`config.mk`:
```
export PLATFORM = sky130hd
export DESIGN_NAME = rly_mode_ctrl
export DESIGN_NICKNAME = d
export VERILOG_FILES = /design/src/inc/rly_pkg.sv /design/src/verilog/rly_mode_ctrl.sv /design/src/verilog/rly_src_mux.sv
export VERILOG_INCLUDE_DIRS = /design/src /design/src/inc
export SDC_FILE = /design/constraint.sdc
export NUM_CORES = 1
export LEC_CHECK = 0
export BUFFER_PORTS_ARGS = -buffer_cell sky130_fd_sc_hd__buf_2
export CORE_AREA = 2 2 90 92
export CTS_CLUSTER_SIZE = 30
export DETAILED_ROUTE_END_ITERATION = 8
export DIE_AREA = 0 0 92 94
export HOLD_SLACK_MARGIN = 0.05
export PLACE_DENSITY = 0.81
export SYNTH_ARGS = -nofsm -noshare
export SYNTH_HDL_FRONTEND = slang
export SYNTH_SLANG_ARGS = --single-unit
```
`constraint.sdc`:
```
create_clock -name clock_in -period 3.04 [get_ports clock_in]
set_input_delay 0.152 -clock clock_in [delete_from_list [all_inputs] [get_ports clock_in]]
set_output_delay 0.152 -clock clock_in [all_outputs]
set_load 0.05 [all_outputs]
```
`src/inc/rly_consts.svh`:
```
// Register offsets, field positions, reset values for the relay mode control
`ifndef RLY_CONSTS_SVH
`define RLY_CONSTS_SVH
// ------------------------------------------------------------------
// Register offsets
// ------------------------------------------------------------------
`define RLY_OFF_CHAN_ON   8'h00
`define RLY_OFF_SRC_SEL   8'h04
`define RLY_OFF_STATUS    8'h08
`define RLY_OFF_IRQ_STAT  8'h0C
`define RLY_OFF_IRQ_MASK  8'h10
// ------------------------------------------------------------------
// Reset values
// ------------------------------------------------------------------
`define RLY_RST_CHAN_ON   8'h00
`define RLY_RST_SRC_SEL   24'h00_0000
`define RLY_RST_IRQ_MASK  3'h0
// ------------------------------------------------------------------
// Fields
// ------------------------------------------------------------------
`define RLY_SEL_SERIAL    3'h0
`define RLY_SEL_PIN_MAX   3'h4
`define RLY_TER_BIT       31
`define RLY_IRQ_LIMP_IN   0
`define RLY_IRQ_LIMP_OUT  1
`define RLY_IRQ_STANDBY   2
`endif

```
`src/inc/rly_pkg.sv`:
```
// Types shared by the relay mode control design
package rly_pkg;
  typedef enum logic [2:0] {
    RLY_STANDBY = 3'b001,
    RLY_NORMAL  = 3'b010,
    RLY_LIMP    = 3'b100
  } rly_mode_t;

  typedef logic [2:0] rly_sel_t;

  typedef struct packed {
    logic        psel;
    logic        penable;
    logic        pwrite;
    logic [7:0]  paddr;
    logic [31:0] pwdata;
  } rly_apb_req_t;
endpackage : rly_pkg

```
`src/verilog/rly_mode_ctrl.sv`:
```
// Mode control and channel source control of the eight-channel relay switch
//
// Functional notes
// - Power-on reset restores every register default and enters idle with all channels off.
// - A low reset pin forces register defaults and the low-power standby state.
// - A high fail-safe request enters limp-home and clears the registers.
// - In limp-home, control ports one to four drive channels one to four directly.
// - In limp-home, channels five to eight are held off.
// - In limp-home, bus writes change neither channels nor configuration.
// - The fail-safe request wins over a low reset pin.
// - A fail-safe request during standby wakes the device into limp-home.
// - Leaving limp-home resets registers, then goes to standby or idle by the reset pin.
// - The first read after limp-home carries the transmission error flag.
// - A written source select picks which control port, if any, drives a channel.
// - Without pin control a channel follows its serial on/off command bit.
// - Under pin control a high port turns the channel on, a low one off.
// - A floating control port reads low and so switches its channels off.
//
// Our own choices: the APB register port and the register addresses.
`timescale 1ns/1ps
`include "rly_consts.svh"
module rly_mode_ctrl
  import rly_pkg::*;
(
  input  wire logic         clock_in,
  input  wire logic         rst_n_in,
  input  wire rly_apb_req_t apb_in,
  output logic      [31:0]  prdata_out,
  output logic              pready_out,
  output logic              pslverr_out,
  input  wire logic         reset_pin_n_in,
  input  wire logic         fail_safe_request_in,
  input  wire logic [3:0]   external_control_ports_in,
  output logic      [7:0]   low_side_switches_out,
  output rly_mode_t         mode_out,
  output logic              irq_out
);
  // ------------------------------------------------------------------
  // Declarations
  // ------------------------------------------------------------------
  logic [5:0]  pin_meta;
  logic [5:0]  pin_sync;
  logic        fs_req;
  logic        rst_pin_n;
  logic [3:0]  ports;
  rly_mode_t   mode;
  rly_mode_t   next_mode;
  logic [7:0]  chan_on;
  logic [23:0] src_sel;
  logic [2:0]  irq_stat;
  logic [2:0]  irq_mask;
  logic [2:0]  irq_event;
  logic        transmission_error_flag;
  logic        setup;
  logic        done;
  logic        wr_done;
  logic        rd_done;
  logic        regs_live;
  logic [7:0]  next_switch;
  logic [31:0] next_rdata;
  logic        next_err;

  // ------------------------------------------------------------------
  // Pin synchronisers
  // ------------------------------------------------------------------
  // ports settle low at reset, like an open pin
  always_ff @(posedge clock_in or negedge rst_n_in) begin
    if (!rst_n_in) begin
      pin_meta <= 6'h00;
      pin_sync <= 6'h00;
    end else begin
      pin_meta <= {~reset_pin_n_in, fail_safe_request_in, external_control_ports_in};
      pin_sync <= pin_meta;
    end
  end

  // Reset pin held inverted so that all sync flops clear to the idle level
  assign rst_pin_n = ~pin_sync[5];
  assign fs_req    = pin_sync[4];
  assign ports     = pin_sync[3:0];

  // ------------------------------------------------------------------
  // Mode selection
  // ------------------------------------------------------------------
  function automatic rly_mode_t pick_mode(input logic fs, input logic rpin_n);
    rly_mode_t m;
    // limp first, then standby, then normal
    if (fs) begin
      m = RLY_LIMP;
    end else if (!rpin_n) begin
      m = RLY_STANDBY;
    end else begin
      m = RLY_NORMAL;
    end
    return m;
  endfunction : pick_mode

  assign next_mode = pick_mode(fs_req, rst_pin_n);

  // power-on lands in normal mode, idle
  // limp exit picks standby or idle
  always_ff @(posedge clock_in or negedge rst_n_in) begin
    if (!rst_n_in) begin
      mode <= RLY_NORMAL;
    end else begin
      mode <= next_mode;
    end
  end

  assign regs_live = (mode == RLY_NORMAL) && (next_mode == RLY_NORMAL);

  // ------------------------------------------------------------------
  // Bus handshake
  // ------------------------------------------------------------------
  // One wait-free access: answer is prepared in setup, shown in access
  assign setup   = apb_in.psel && !apb_in.penable;
  assign done    = apb_in.psel && apb_in.penable && pready_out;
  assign wr_done = done && apb_in.pwrite;
  assign rd_done = done && !apb_in.pwrite;

  always_comb begin
    next_rdata = 32'h0000_0000;
    next_err   = 1'b0;
    unique case (apb_in.paddr)
      `RLY_OFF_CHAN_ON:  next_rdata[7:0]  = chan_on;
      `RLY_OFF_SRC_SEL:  next_rdata[23:0] = src_sel;
      `RLY_OFF_STATUS:   next_rdata[10:0] = {mode, low_side_switches_out};
      `RLY_OFF_IRQ_STAT: next_rdata[2:0]  = irq_stat;
      `RLY_OFF_IRQ_MASK: next_rdata[2:0]  = irq_mask;
      default:           next_err         = 1'b1;
    endcase
    // error flag rides on read data
    next_rdata[`RLY_TER_BIT] = transmission_error_flag;
  end

  always_ff @(posedge clock_in or negedge rst_n_in) begin
    if (!rst_n_in) begin
      pready_out  <= 1'b0;
      pslverr_out <= 1'b0;
      prdata_out  <= 32'h0000_0000;
    end else begin
      pready_out  <= setup;
      pslverr_out <= setup && next_err;
      if (setup && !apb_in.pwrite) begin
        prdata_out <= next_rdata;
      end
    end
  end

  // ------------------------------------------------------------------
  // Configuration registers
  // ------------------------------------------------------------------
  // defaults held while in standby
  always_ff @(posedge clock_in or negedge rst_n_in) begin
    if (!rst_n_in) begin
      chan_on  <= `RLY_RST_CHAN_ON;
      src_sel  <= `RLY_RST_SRC_SEL;
      irq_mask <= `RLY_RST_IRQ_MASK;
    end else if (!regs_live) begin
      chan_on  <= `RLY_RST_CHAN_ON;
      src_sel  <= `RLY_RST_SRC_SEL;
      irq_mask <= `RLY_RST_IRQ_MASK;
    end else if (wr_done) begin
      if (apb_in.paddr == `RLY_OFF_CHAN_ON) begin
        chan_on <= apb_in.pwdata[7:0];
      end
      if (apb_in.paddr == `RLY_OFF_SRC_SEL) begin
        src_sel <= apb_in.pwdata[23:0];
      end
      if (apb_in.paddr == `RLY_OFF_IRQ_MASK) begin
        irq_mask <= apb_in.pwdata[2:0];
      end
    end
  end

  // ------------------------------------------------------------------
  // Transmission error flag
  // ------------------------------------------------------------------
  // set on limp exit, set wins over read clear
  always_ff @(posedge clock_in or negedge rst_n_in) begin
    if (!rst_n_in) begin
      transmission_error_flag <= 1'b0;
    end else if (mode == RLY_LIMP && next_mode != RLY_LIMP) begin
      transmission_error_flag <= 1'b1;
    end else if (rd_done && prdata_out[`RLY_TER_BIT]) begin
      // Only a read that actually carried the flag may clear it
      transmission_error_flag <= 1'b0;
    end
  end

  // ------------------------------------------------------------------
  // Interrupts
  // ------------------------------------------------------------------
  // Sticky events kept through limp so software can see why it happened
  assign irq_event[`RLY_IRQ_LIMP_IN]  = (mode != RLY_LIMP) && (next_mode == RLY_LIMP);
  assign irq_event[`RLY_IRQ_LIMP_OUT] = (mode == RLY_LIMP) && (next_mode != RLY_LIMP);
  assign irq_event[`RLY_IRQ_STANDBY]  = (mode != RLY_STANDBY) && (next_mode == RLY_STANDBY);

  always_ff @(posedge clock_in or negedge rst_n_in) begin
    if (!rst_n_in) begin
      irq_stat <= 3'h0;
    end else if (rd_done && apb_in.paddr == `RLY_OFF_IRQ_STAT) begin
      // Events after the setup edge were not reported, so they stay
      irq_stat <= (irq_stat & ~prdata_out[2:0]) | irq_event;
    end else begin
      irq_stat <= irq_stat | irq_event;
    end
  end

  always_ff @(posedge clock_in or negedge rst_n_in) begin
    if (!rst_n_in) begin
      irq_out <= 1'b0;
    end else begin
      irq_out <= |(next_irq_stat() & irq_mask);
    end
  end

  function automatic logic [2:0] next_irq_stat();
    logic [2:0] s;
    s = irq_stat | irq_event;
    if (rd_done && apb_in.paddr == `RLY_OFF_IRQ_STAT) begin
      s = (irq_stat & ~prdata_out[2:0]) | irq_event;
    end
    return s;
  endfunction : next_irq_stat

  // ------------------------------------------------------------------
  // Channel outputs
  // ------------------------------------------------------------------
  rly_src_mux u_mux (
    .limp_in         (next_mode == RLY_LIMP),
    .cmd_on_in       (chan_on),
    .sel_in          (src_sel),
    .pins_in         (ports),
    .next_switch_out (next_switch)
  );

  // port levels reach channels through the mux
  always_ff @(posedge clock_in or negedge rst_n_in) begin
    if (!rst_n_in) begin
      low_side_switches_out <= 8'h00;
      mode_out              <= RLY_NORMAL;
    end else begin
      low_side_switches_out <= (next_mode == RLY_STANDBY) ? 8'h00 :
                               (next_mode == RLY_LIMP) ? next_switch :
                               (regs_live ? next_switch : 8'h00);
      mode_out              <= next_mode;
    end
  end
endmodule : rly_mode_ctrl

```
`src/verilog/rly_src_mux.sv`:
```
// Per-channel source selection between serial command bits and control ports
`timescale 1ns/1ps
`include "rly_consts.svh"
module rly_src_mux
  import rly_pkg::*;
(
  input  wire logic        limp_in,
  input  wire logic [7:0]  cmd_on_in,
  input  wire logic [23:0] sel_in,
  input  wire logic [3:0]  pins_in,
  output logic      [7:0]  next_switch_out
);
  // ------------------------------------------------------------------
  // Source pick
  // ------------------------------------------------------------------
  function automatic logic pick(input rly_sel_t sel, input logic cmd, input logic [3:0] pins);
    logic res;
    res = cmd;
    if (sel != `RLY_SEL_SERIAL && sel <= `RLY_SEL_PIN_MAX) begin
      res = pins[2'(sel - 3'h1)];
    end
    return res;
  endfunction : pick

  always_comb begin
    for (int ch = 0; ch < 8; ch++) begin
      if (limp_in) begin
        next_switch_out[ch] = (ch < 4) ? pins_in[ch[1:0]] : 1'b0;
      end else begin
        next_switch_out[ch] = pick(sel_in[ch*3 +: 3], cmd_on_in[ch], pins_in);
      end
    end
  end
endmodule : rly_src_mux

```
**Word-level counts from Yosys, hierarchy flattened**

Cells that the tools add are included.

- $add $sub $neg: 8
- Multipliers: 0
- Divide/modulo/power cells: 0
- Order comparisons: 16
- Eq/ne operators: 16
- Shift-type cells: 0
- Mux-type cells: 54
- Bitwise logic cells: 6
- Reduce and logical (&&, ||, !) cells: 38

Operators by type and width:

| operator | count |
|---|---|
| 24-bit 2-to-1 mux | 3 |
| 8-bit 2-to-1 mux | 6 |
| 1-bit 2-to-1 mux | 27 |
| 3-bit less-or-equal comparator, second input constant | 8 |
| 2-bit by 3-bit less-than comparator with 1-bit output, second input constant | 8 |
| 3-bit nonzero test | 8 |
| 1-bit logical AND | 21 |
| 1-bit binary-select mux with 2-bit select | 8 |
| 8-bit by 4-bit == test with 1-bit output, second input constant | 2 |
| 2-bit by 1-bit subtractor with 2-bit output, second input constant | 8 |
| 3-bit 2-to-1 mux | 5 |
| 3-bit case mux with 5 select lines | 1 |
| 5-bit case mux with 3 select lines | 1 |
| 13-bit 2-to-1 mux | 1 |
| 8-bit by 3-bit == test with 1-bit output, second input constant | 1 |
| 8-bit by 5-bit == test with 1-bit output, second input constant | 1 |
| 8-bit zero test | 1 |
| 3-bit bitwise AND | 2 |
| 3-bit by 2-bit == test with 1-bit output, second input constant | 2 |
| 3-bit == test, second input constant | 2 |
| 2-bit by 1-bit != test with 1-bit output, second input constant | 3 |
| 3-bit != test, second input constant | 2 |
| 3-bit OR | 2 |
| 3-bit case mux with 2 select lines | 1 |
| other kinds (11) | 14 |

- Flip-flop bits (word level): 90
- Latch bits: 0
- Bits in writable memories: 0
- Memory bits (read-only): 0
- Input bits: 51
- Memories kept: 0

**Logic depth before layout (Yosys ltp)**

Gate-level depths: netlist (run 1).

- Depth in word-level cells: 8
- Depth in mapped cells: 6
- Depth with buffers taken out: 5

**Cells and area by module**

A second synthesis (run 1) with hierarchy kept.

- Cells, all modules: 344
- Area total of the unflattened synthesis: 4202.8 µm²

By module, submodules not included:

| module | times used | cells each | area an instance (µm²) | sequential area each (µm²) |
|---|---|---|---|---|
| rly_mode_ctrl | 1 | 287 | 3613.5 | 2253.4 |
| rly_src_mux | 1 | 57 | 589.3 | 0.0 |

**Worst setup path after synthesis (run 1)**

Ideal clock, no wire load.

- Kind: flip-flop to flip-flop
- Start: reg pready_out
- End: reg chan_on[0]
- Data arrival time: 1.750 ns
- Data required time: 2.972 ns
- Path slack: 1.222 ns
- Stages on the path, launching flop included: 5
- Buffers on the path: 0
- Period minus slack after synthesis: 1.818 ns
- Cell sequence: dfrtp_1 and4_1 nand3_1 nor4_2 a22o_1

- Longest elaborated chain between the ends: 4

RTL lines:

| what | line | source |
|---|---|---|
| start, declared | rly_mode_ctrl.sv:29 | `output logic pready_out,` |
| start signal, assigned | rly_mode_ctrl.sv:142 | `pready_out <= setup;` |
| 1-bit logical AND | rly_mode_ctrl.sv:117 | `assign done = apb_in.psel && apb_in.penable && pready_out;` |
| 1-bit logical AND | rly_mode_ctrl.sv:118 | `assign wr_done = done && apb_in.pwrite;` |
| 2-bit != test (no line) | -- |  |
| 2-bit AND reduction (no line) | -- |  |
| end signal, assigned | rly_mode_ctrl.sv:156 | `` chan_on <= `RLY_RST_CHAN_ON; `` |
| end signal, assigned | rly_mode_ctrl.sv:160 | `` chan_on <= `RLY_RST_CHAN_ON; `` |
| end signal, assigned | rly_mode_ctrl.sv:165 | `chan_on <= apb_in.pwdata[7:0];` |
| end, declared | rly_mode_ctrl.sv:48 | `logic [7:0] chan_on;` |

No other way between the ends.
A chain may end at the register's enable or synchronous reset.

**Worst setup path in the final report (run 1)**

- Start: in apb_in[41] (netlist name)
- End: reg prdata_out[11]

- Longest elaborated chain between the ends: 3

RTL lines:

| what | line | source |
|---|---|---|
| start, declared | rly_mode_ctrl.sv:27 | `input wire rly_apb_req_t apb_in,` |
| 1-bit zero test | rly_mode_ctrl.sv:116 | `assign setup = apb_in.psel && !apb_in.penable;` |
| 1-bit logical AND | rly_mode_ctrl.sv:116 |  |
| net setup | rly_mode_ctrl.sv:54 | `logic setup;` |
| 1-bit logical AND | rly_mode_ctrl.sv:144 | `if (setup && !apb_in.pwrite) begin` |
| end signal, assigned | rly_mode_ctrl.sv:145 | `prdata_out <= next_rdata;` |
| end, declared | rly_mode_ctrl.sv:28 | `output logic [31:0] prdata_out,` |

The timed path passes the listed nets, and every way through them passes these cells.

==> results of run 1 <==
-- cell type report --
type	instances	area share
Sequential cell	90	0.4428
Multi-Input combinational cell	212	0.3430
Timing Repair Buffer	115	0.1446
Clock buffer	11	0.02778
Tap cell	102	0.02508
Inverter	18	0.01328
Clock inverter	3	0.003442
-- layer usage --
layer	share of wire	up-vias
met3	0.061	19
li1	-	1447
met5	0	-
met2	0.50	102
met4	0.023	0
met1	0.42	1554
-- power groups by stage --
stage / combinational, mW / sequential (mW) / clock (mW)
after floorplan: 0.0833 / 1.29 / 0
after global placement: 0.184 / 1.26 / 0
after detailed placement: 0.187 / 1.26 / 0
after CTS: 0.216 / 1.24 / 0.710
after global routing: 0.232 / 1.24 / 0.756
final: 0.215 / 1.24 / 0.699
-- worst max path at each step --
stage	end	startpoint	depth (start not counted)	slack [ps]
floorplan	chan_on[0]	pready_out	4	1220
global route	prdata_out[13]	apb_in[41]	6	990
global placement	src_sel[17]	apb_in[36]	6	1240
CTS	prdata_out[11]	apb_in[41]	6	1110
detailed placement	prdata_out[18]	apb_in[36]	5	1200
finish	prdata_out[11]	apb_in[41]	6	1100
-- cell usage in the layout, fill, tap and decap left out, drive strengths merged, types with 2 or more instances in the layout --
cell / n
a21o: 3
a21oi: 9
a22o: 48
a22oi: 3
a31oi: 2
a32oi: 3
and2: 2
and4: 2
buf: 86
clkbuf: 11
clkinv: 2
conb: 7
dfrtp: 89
dlygate4sd3: 29
ha: 8
inv: 18
mux2: 7
mux2i: 13
mux4: 8
nand2: 19
nand2b: 3
nand3: 5
nor2: 16
nor2b: 5
nor3: 2
nor4: 3
o21ai: 15
o31ai: 5
or4: 3
xnor2: 8
-- flip-flops by register name, indices dropped and copies added (netlist names) --
name,cells
low_side_switches_out,8
irq_out,1
irq_stat,3
pslverr_out,1
pin_sync,6
prdata_out,25
transmission_error_flag,1
pin_meta,6
pready_out,1
chan_on,8
mode_out,3
src_sel,24
irq_mask,3
-- worst reg2reg max path, cell delays in order, from the launching register on --
cell,delay (ps)
dfrtp_1,510
nor4b_1,830
o21ai_0,150
a21oi_1,150
a221o_1,120
-- cells by family after synthesis --
| family | after synthesis |
|---|---|
| DFF | 90 |
| adders and majority gates | 8 |
| xor gates and xnor gates | 8 |
| AOI/OAI and AO/OA | 93 |
| muxes | 28 |
| other | 1 |
| and+or+nand+nor | 68 |
| buffers and inverters | 39 |
-- metrics by stage --
stage	utilization	area, µm²	setup slack, ps	instances
after floorplan	-	4205	1222	341
after global placement	0.6099	4639	1243	508
after detailed placement	0.6099	4639	1203	508
after CTS	0.6689	5089	1113	551
after global routing	0.6689	5089	992.5	551
final	0.6689	5089	1102	551
-- what timing repair did --
action,4_1_cts,5_1_grt
hold buffers,29,0
endpoints found under the hold margin,59,0
setup endpoints to repair,0,0
buffers inserted,0,0
==> results by group, run 1 <==
Synth
  • Top post-synthesis cells by area: dfrtp_1 53%, a22o_1 10%, mux4_2 4.3%
  • FFs w/ async S/R, synth: 1.000
  • Post-synth cell types: 51
  • Most frequent cells after synthesis: 89 x dfrtp_1, 48 x a22o_1, 19 x nand2_1, 18 x inv_1, 15 x nor2_1
  • Yosys Warn Count: 0
  • Most used DFF post-synth: dfrtp_1
  • Post-Syn Instances: 335
  • Flop and latch count out of synthesis: 90
  • Post-synth top area share: 0.5325
  • Post-synthesis adder-cell area fraction: 0.02393
  • Cell taking the most area after synthesis: dfrtp_1
  • Post-synth EDFFs: 0
  • Mapped cell area: between 4000 and 5000 µm²
  • Register area share after synthesis: 0.5387
  • Synth Area in Compound Gates: 0.1795
  • Main combinational cell family by area after synthesis: compound AO/OA/AOI/OAI gates
  • Synth Area in XOR/XNOR: 0.01675
  • Count leader, synth: dfrtp_1
  • Synth Area in Simple Gates: 0.09782
  • Avg Synthesized Cell Area: about 12 µm²
  • Post-synthesis mux area share: 0.09303

Power and ir drop
  • Tot Pwr: between 2 and 2.5 mW
  • Pwr/cell area: 422.9 nW/µm²
  • Clock share of power: 0.325
  • Seq pwr share: 0.575
  • P_int: between 1.5 and 2 mW
  • Combinational power share: 0.100
  • P_sw: 0.5505 mW
  • Maximum VDD drop: between 0.3 and 0.4 mV
  • Net Sw Frac: 0.2558
  • Leakage: roughly 2.4 nW

Clocking
  • Clk pin slew, worst setup/hold paths: approximately 80 ps
  • TritonCTS buffer count: 9
  • Worst-Skew Late Latency: between 300 and 400 ps
  • # clock sinks: 90
  • H-tree depth: 3
  • Clock root cell: clkbuf_8
  • CTS tree: yes
  • Post-CTS sizing: 0
  • Clock buffer depth: 2

Routing
  • Antenna Nets Post-Route: 0
  • Post-Route WL: around 9500 µm
  • WL/cell: 17.24 µm
  • DRC: 0
  • DRT Pass-1 Iters: 4
  • DR iter-0 viols: around 280
  • Vias per std cell: roughly 5.7
  • Vias: about 3100

Hold path
  • Hold Path End: chan_on[0]
  • Worst Hold Class: in -> reg
  • Worst hold path depth: 2
  • Hold Path Origin: apb_in[0]

Worst setup path
  • Crit path largest cell delay: between 500 and 600 ps
  • Worst r2r src: pin_sync[4]
  • R2R Path End: irq_out
  • CP max-delay cell: and2b_2
  • Reg2reg path depth: 4
  • Crit path buf inv count: 2
  • WP data arrival: about 2200 ps
  • Kind of critical path: in -> reg
  • Required @ worst endpoint: 3340 ps
  • Critical Path End Type: flop
  • Setup crit start kind: input port
  • CP Max Fanout: 13
  • Crit-path cells: dlygate4sd3_1 -> buf_2 -> nor2b_1 -> nand2b_1 -> and2b_2 -> a22o_1
  • Reg2reg setup slack: 1230 ps
  • Top Family by Delay on Critical Path: simple AND/OR/NAND/NOR gates

Timing
  • Fin crit share: 0.6375
  • Unrepaired setup endpoints after global routing: no
  • Tmin final: 1938 ps
  • Setup violators final: 0
  • Setup TNS Final: 0 ps
  • Hold WS: 59.95 ps
  • Final-report hold violation count: 0
  • Fin. max-slew vios: 0
  • Clock skew: 7.807 ps
  • Fmax: ~520 MHz
  • Worst-Margin Slew: 1090 ps
  • Slew HR: 0.2731

GRT
  • M3 GR Usage: 0.03933
  • Vias in the first global route: 3203
  • First-pass GRT wire length: between 15000 and 20000 µm
  • GR Util met1: 0.3319
  • GR Util met2: 0.3787
  • Busiest grt layer: met2
  • Gr usage total: 0.2416
  • Initial antenna violation count: 0
  • Largest net degree at the start of global routing: 91
  • Grt total ovfl: 0

Layout
  • Final #Nets: around 510
  • Footprint of the multi-input gates: about 1700 µm²
  • Fraction of layout instances using a drive strength above 1: 0.2918
  • Area growth syn-to-layout: 21.66%
  • # fillers: 605
  • Antenna Cells: 0
  • Storage cell area: between 2000 and 2500 µm²

Placed design
  • PortBufs: between 80 and 90
  • Hpwl dp: 6430 µm
  • Routability congestion estimate: 0.8508

Die
  • Chip width: ~92 µm
  • Die area: 8648 µm²
  • I/O pins: between 90 and 100
  • Core ar.: 7607 µm²
  • Height of the die: roughly 94 µm
  • Initial Util: 0.5498
  • Row cnt: 32

Run
  • Max-cap violations: 0

Status
  • Status: finished, final reports clean
(Power assumes the default switching activity.)
==> run 2, diff against run 1 <==
- CORE_AREA: 2 2 90 92 -> 2 2 92 94
- DIE_AREA: 0 0 92 94 -> 0 0 94 96
- PLACE_DENSITY: 0.81 -> 0.78
- clock period: 3.04 -> 1.8 ns (I/O delays scaled with it)
==> results by group, run 2 (synthesis results as in run 1) <==
Status
  • Status: finished, final reports clean

Timing
  • Tmin final: 1727 ps
  • Worst-Margin Slew: slightly below 600 ps
  • Unrepaired setup endpoints after global routing: no
  • Hold WS: about 140 ps
  • Fmax: ~580 MHz
  • Slew HR: 0.6126
  • Setup TNS Final: 0 ps
  • Final-report hold violation count: 0
  • Fin crit share: 0.9593
  • Fin. max-slew vios: 0
  • Clock skew: around 13 ps
  • Setup violators final: 0

Routing
  • Antenna Nets Post-Route: 0
  • Vias per std cell: around 5.8
  • Vias: roughly 3400
  • DRT Pass-1 Iters: 5
  • DRC: 0
  • Post-Route WL: about 11000 µm
  • WL/cell: around 18 µm
  • DR iter-0 viols: 247

Die
  • Die area: 9024 µm²
  • Row cnt: 33
  • Initial Util: 0.5195
  • I/O pins: 97
  • Height of the die: between 90 and 100 µm
  • Core ar.: 8051 µm²
  • Chip width: about 94 µm

Placed design
  • Routability congestion estimate: about 0.90
  • Placed Area: approximately 4800 µm²
  • Hpwl dp: 6796 µm
  • PortBufs: 81

Worst setup path
  • Worst setup path startpoint: apb_in[41]
  • WP data arrival: 2020 ps
  • Kind of critical path: in -> reg
  • Required @ worst endpoint: ~2100 ps
  • Crit path largest cell delay: roughly 540 ps
  • Worst r2r src: pready_out
  • CP Max Fanout: 13
  • Reg2reg setup slack: between 100 and 150 ps
  • Setup crit start kind: input port
  • Crit path buf inv count: 3
  • Crit-path cells: dlygate4sd3_1 -> buf_2 -> and4_1 -> nand3_1 -> nor3_2 -> buf_4 -> a22o_1
  • Critical Path End Type: flop
  • Top Family by Delay on Critical Path: buffers and inverters
  • CP max-delay cell: dlygate4sd3_1

Layout
  • Footprint of the multi-input gates: between 1500 and 2000 µm²
  • Final #Nets: between 500 and 600
  • Most common cell after layout, fill and taps aside: dfrtp_1
  • Area growth syn-to-layout: 27.67%
  • Top reg by flops: prdata_out
  • Commonest cells after routing, fill and taps aside: 88 x dfrtp_1, 80 x buf_2, 48 x a22o_1
  • Fraction of layout instances using a drive strength above 1: 0.3120
  • Antenna Cells: 0
  • Final Cell Area: around 5300 µm²
  • Final core occ: 0.6632
  • # fillers: 595
  • Max FFs per register: 25
  • Storage cell area: ~2300 µm²
  • Largest registers: prdata_out (25), src_sel (24)

GRT
  • First-pass GRT wire length: between 15000 and 20000 µm
  • Largest net degree at the start of global routing: between 90 and 100
  • Vias in the first global route: between 3000 and 4000
  • Initial antenna violation count: 0
  • Grt total ovfl: 0
  • Gr usage total: 0.2477

Hold path
  • Worst Hold Class: in -> reg
  • Hold Path Origin: apb_in[42]

Power and ir drop
  • Pwr/cell area: 756.3 nW/µm²
  • Leakage: 2.469 nW
  • Maximum VDD drop: 0.4007 mV

Clocking
  • H-tree depth: 3
  • TritonCTS buffer count: 9
  • Worst-Skew Late Latency: 360 ps
  • CTS tree: yes
  • Clock buffer depth: 2
  • # clock sinks: 90
  • Clock root cell: clkbuf_8
  • Clk pin slew, worst setup/hold paths: roughly 80 ps

Run
  • Max-cap violations: 0
==> run 2: changes by cell type in the layout (fill, tap and decap cells not counted) <==
cell           change
buf_4              +9
buf_12             +2
dfrtp_2            +1
inv_6              +1
dfrtp_1            -1
bufinv_16          +2
dlygate4sd3_1      +5
a31oi_4            +1
clkinv_4           +1
clkinv_2           -2
==> run 2: area by class of cell <==
class | instances | area share
Inverter | 18 | 0.01265
Tap cell | 105 | 0.02460
Sequential cell | 90 | 0.4222
Multi-Input combinational cell | 213 | 0.3308
Clock inverter | 5 | 0.01593
Timing Repair Buffer | 131 | 0.1673
Clock buffer | 11 | 0.02648
==> run 2: metrics by stage <==
stage / cells / worst slack (ps) / total power, mW
after detailed placement: 522 / 9.918 / 2.469
after CTS: 573 / 16.90 / 4.054
after global routing: 573 / 22.22 / 4.175
after floorplan: 341 / 6.394 / 2.316
after global placement: 522 / 73.64 / 2.460
final: 573 / 73.25 / 4.039
==> run 2: routing by layer <==
metal,global-route usage,vias to the layer above,routed length [µm]
met2,0.4083,173,5227
met4,0.09783,0,278
met5,0,-,0
met3,0.04620,37,729
met1,0.3278,1658,4333
li1,-,1482,-
==> run 2: power breakdown <==
part | internal, mW | switching [mW] | total [mW]
clock | 0.828 | 0.718 | 1.55
combinational | 0.155 | 0.252 | 0.407
sequential | 2.05 | 0.0317 | 2.09
==> run 2: final timing paths <==
kind	cells past startpoint	to
worst max register to register	5	src_sel[7]
worst min register to register	0	pin_sync[0]
worst max-delay path	7	src_sel[7]
min in group asynchronous	3	transmission_error_flag
worst min-delay path	3	pslverr_out
max in group asynchronous	3	pready_out
==> run 2: worst min-delay path, delay by kind of cell <==
family / cells / cell delay [ps]
buffers and inverters: 1 / 110
AND/OR/NAND/NOR: 1 / 150
AO/OA/AOI/OAI: 1 / 100
==> run 2: repair_timing <==
| action | in CTS | in global routing |
|---|---|---|
| cloned | 1 | 0 |
| buffers inserted | 0 | 0 |
| gates resized for setup | 0 | 1 |
| endpoints found under the hold margin | 132 | 0 |
| setup endpoints to repair | 5 | 12 |
| hold buffers | 34 | 0 |
==> run 3, diff against run 2 <==
- SYNTH_HIERARCHICAL: not set -> 1
==> results by group, run 3 <==
Status
  • Status: finished with violations
  • Violated checks: setup timing

GRT
  • Vias in the first global route: 3181
  • Gr usage total: 0.2358
  • First-pass GRT wire length: 16110 µm
  • Initial antenna violation count: 0
  • Largest net degree at the start of global routing: 55
  • Grt total ovfl: 0

Layout
  • Antenna Cells: 0
  • Storage cell area: between 2000 and 2500 µm²
  • Commonest cells after routing, fill and taps aside: 88 x dfrtp_1, 80 x buf_2, 43 x a22o_1
  • Final #Nets: 548
  • Fraction of layout instances using a drive strength above 1: 0.3340
  • Final Cell Area: approximately 5500 µm²
  • Max FFs per register: 25
  • Most common cell after layout, fill and taps aside: dfrtp_1
  • Top reg by flops: prdata_out
  • Largest registers: prdata_out (25), src_sel (24)
  • # fillers: 594
  • Footprint of the multi-input gates: between 1500 and 2000 µm²
  • Area growth syn-to-layout: 31.05%

Timing
  • Setup violators final: 2
  • Setup TNS Final: -23.77 ps
  • Unrepaired setup endpoints after global routing: yes
  • Hold WS: 70.31 ps
  • Fin crit share: 1.009
  • Fmax: 550.4 MHz
  • Fin. max-slew vios: 0
  • Tmin final: about 1800 ps
  • Final-report hold violation count: 0
  • Worst Slack Setup Final: -16.87 ps
  • Clock skew: 14.92 ps
  • Worst-Margin Slew: ~630 ps
  • Slew HR: 0.5772

Power and ir drop
  • Clock share of power: 0.360
  • Seq pwr share: 0.534
  • Tot Pwr: 3.892 mW
  • P_int: between 2 and 3 mW
  • Leakage: 2.576 nW
  • Combinational power share: 0.107
  • Maximum VDD drop: roughly 0.42 mV
  • P_sw: 0.9957 mW
  • Pwr/cell area: slightly above 700 nW/µm²
  • Net Sw Frac: 0.2559

Placed design
  • Hpwl dp: 7222 µm
  • Routability congestion estimate: roughly 0.87
  • PortBufs: ~80
  • Pre-CTS WS: -95.46 ps
  • Placed Area: 4895 µm²

Clocking
  • CTS tree: yes
  • Worst-Skew Late Latency: around 360 ps
  • Clock buffer depth: 2
  • Clock root cell: clkbuf_8
  • H-tree depth: 3
  • Clk pin slew, worst setup/hold paths: approximately 90 ps
  • # clock sinks: 90
  • TritonCTS buffer count: 9

Synth
  • FFs w/ async S/R, synth: 1.000
  • Post-synth top area share: 0.5299
  • Most frequent cells after synthesis: 89 x dfrtp_1, 43 x a22o_1, 23 x nor2_1, 22 x inv_1, 17 x mux2i_1
  • Count leader, synth: dfrtp_1
  • Most used DFF post-synth: dfrtp_1
  • Flop and latch count out of synthesis: 90
  • Avg Synthesized Cell Area: 12.22 µm²
  • Cell taking the most area after synthesis: dfrtp_1
  • Top post-synthesis cells by area: dfrtp_1 53%, a22o_1 9.0%, mux4_1 5.0%
  • Mapped cell area: about 4200 µm²
  • Post-synth EDFFs: 0
  • Post-synth cell types: 45
  • Register area share after synthesis: 0.5362
  • Post-Syn Instances: 344
  • Yosys Warn Count: 6

Die
  • Chip width: 94 µm
  • Core ar.: just over 8000 µm²
  • Height of the die: roughly 96 µm
  • Row cnt: 33
  • Die area: 9024 µm²
  • Initial Util: 0.5220
  • I/O pins: 97

Routing
  • Antenna Nets Post-Route: 0
  • DR iter-0 viols: approximately 220
  • Vias per std cell: 5.661
  • WL/cell: 17.51 µm
  • Vias: approximately 3400
  • DRT Pass-1 Iters: 7
  • DRC: 0
  • Post-Route WL: between 10000 and 15000 µm

Worst setup path
  • CP Max Fanout: 4
  • Critical Path End Type: flop
  • Kind of critical path: reg -> reg
  • Reg2reg path depth: 6
  • Required @ worst endpoint: slightly above 2000 ps
  • Setup crit start kind: flop
  • WP data arrival: 2070 ps

Hold path
  • Worst Hold Class: in -> reg
  • Worst hold path depth: 3

Run
  • Max-cap violations: 0
## run 3: logic make-up after synthesis
group           count (synthesis)  synth area share
flops                          90            0.5362
mux                            34            0.1146
xor+xnor                        8           0.01667
compound gates                 82            0.1539
fa+ha+maj                       8           0.02382
simple gates                   76            0.1033
buf+inv                        45           0.05061
other cells                     1         0.0008923
## run 3: through the flow
| step | utilization | std cells |
|---|---|---|
| 4_1_cts | 0.6763 | 594 |
| 3_5_place_dp | 0.6079 | 542 |
| 3_3_place_gp | 0.6079 | 542 |
| 5_1_grt | 0.6841 | 599 |
| 2_1_floorplan | - | 350 |
| 6_report | 0.6841 | 599 |
## run 3: power by group through the flow
stage               combinational [mW]  sequential [mW]  clock [mW]
floorplan                        0.140             2.17           0
global placement                 0.351             2.11           0
detailed placement               0.357             2.12           0
CTS                              0.413             2.08        1.42
global route                     0.447             2.08        1.51
finish                           0.415             2.08        1.40
## run 3: path summary, 6_finish.rpt
check,startpoint,endpoint,slack (ps)
worst max-delay path,src_sel[9],low_side_switches_out[3],-20
worst max register to register,src_sel[9],low_side_switches_out[3],-20
min in group asynchronous,rst_n_in,src_sel[22],90
worst min-delay path,apb_in[37],pslverr_out,70
max in group asynchronous,rst_n_in,mode_out[1],1110
worst min register to register,pin_meta[1],pin_sync[1],350
## run 3: repair_timing
action	in CTS	in global routing
hold endpoints to repair	130	0
hold buffers	33	0
setup endpoints to repair	2	4
gates cloned	0	0
pin swaps	0	2
resized for setup	1	9
setup buffers	3	5
## run 3: worst max-delay path, stage by stage, from the launching register on
cell,delay [ps]
dfrtp_1,430
inv_1,60
ha_1,280
mux4_1,270
mux2_2,280
mux2_2,260
nor2b_1,130
## run 3: area by class of cell
class | count | share of cell area
flip-flops and latches | 90 | 0.4094
repair buffers | 151 | 0.1920
well taps | 105 | 0.02385
inverters | 22 | 0.01499
multi-input cells | 215 | 0.3233
clock inverters | 6 | 0.01159
clock buffers | 10 | 0.02499
## run 3: layer usage
layer	global-route usage	vias up	share of wire
met2	0.3810	132	0.49
met1	0.3207	1711	0.43
li1	-	1532	-
met4	0.09300	0	0.020
met3	0.04072	16	0.057
met5	0	-	0
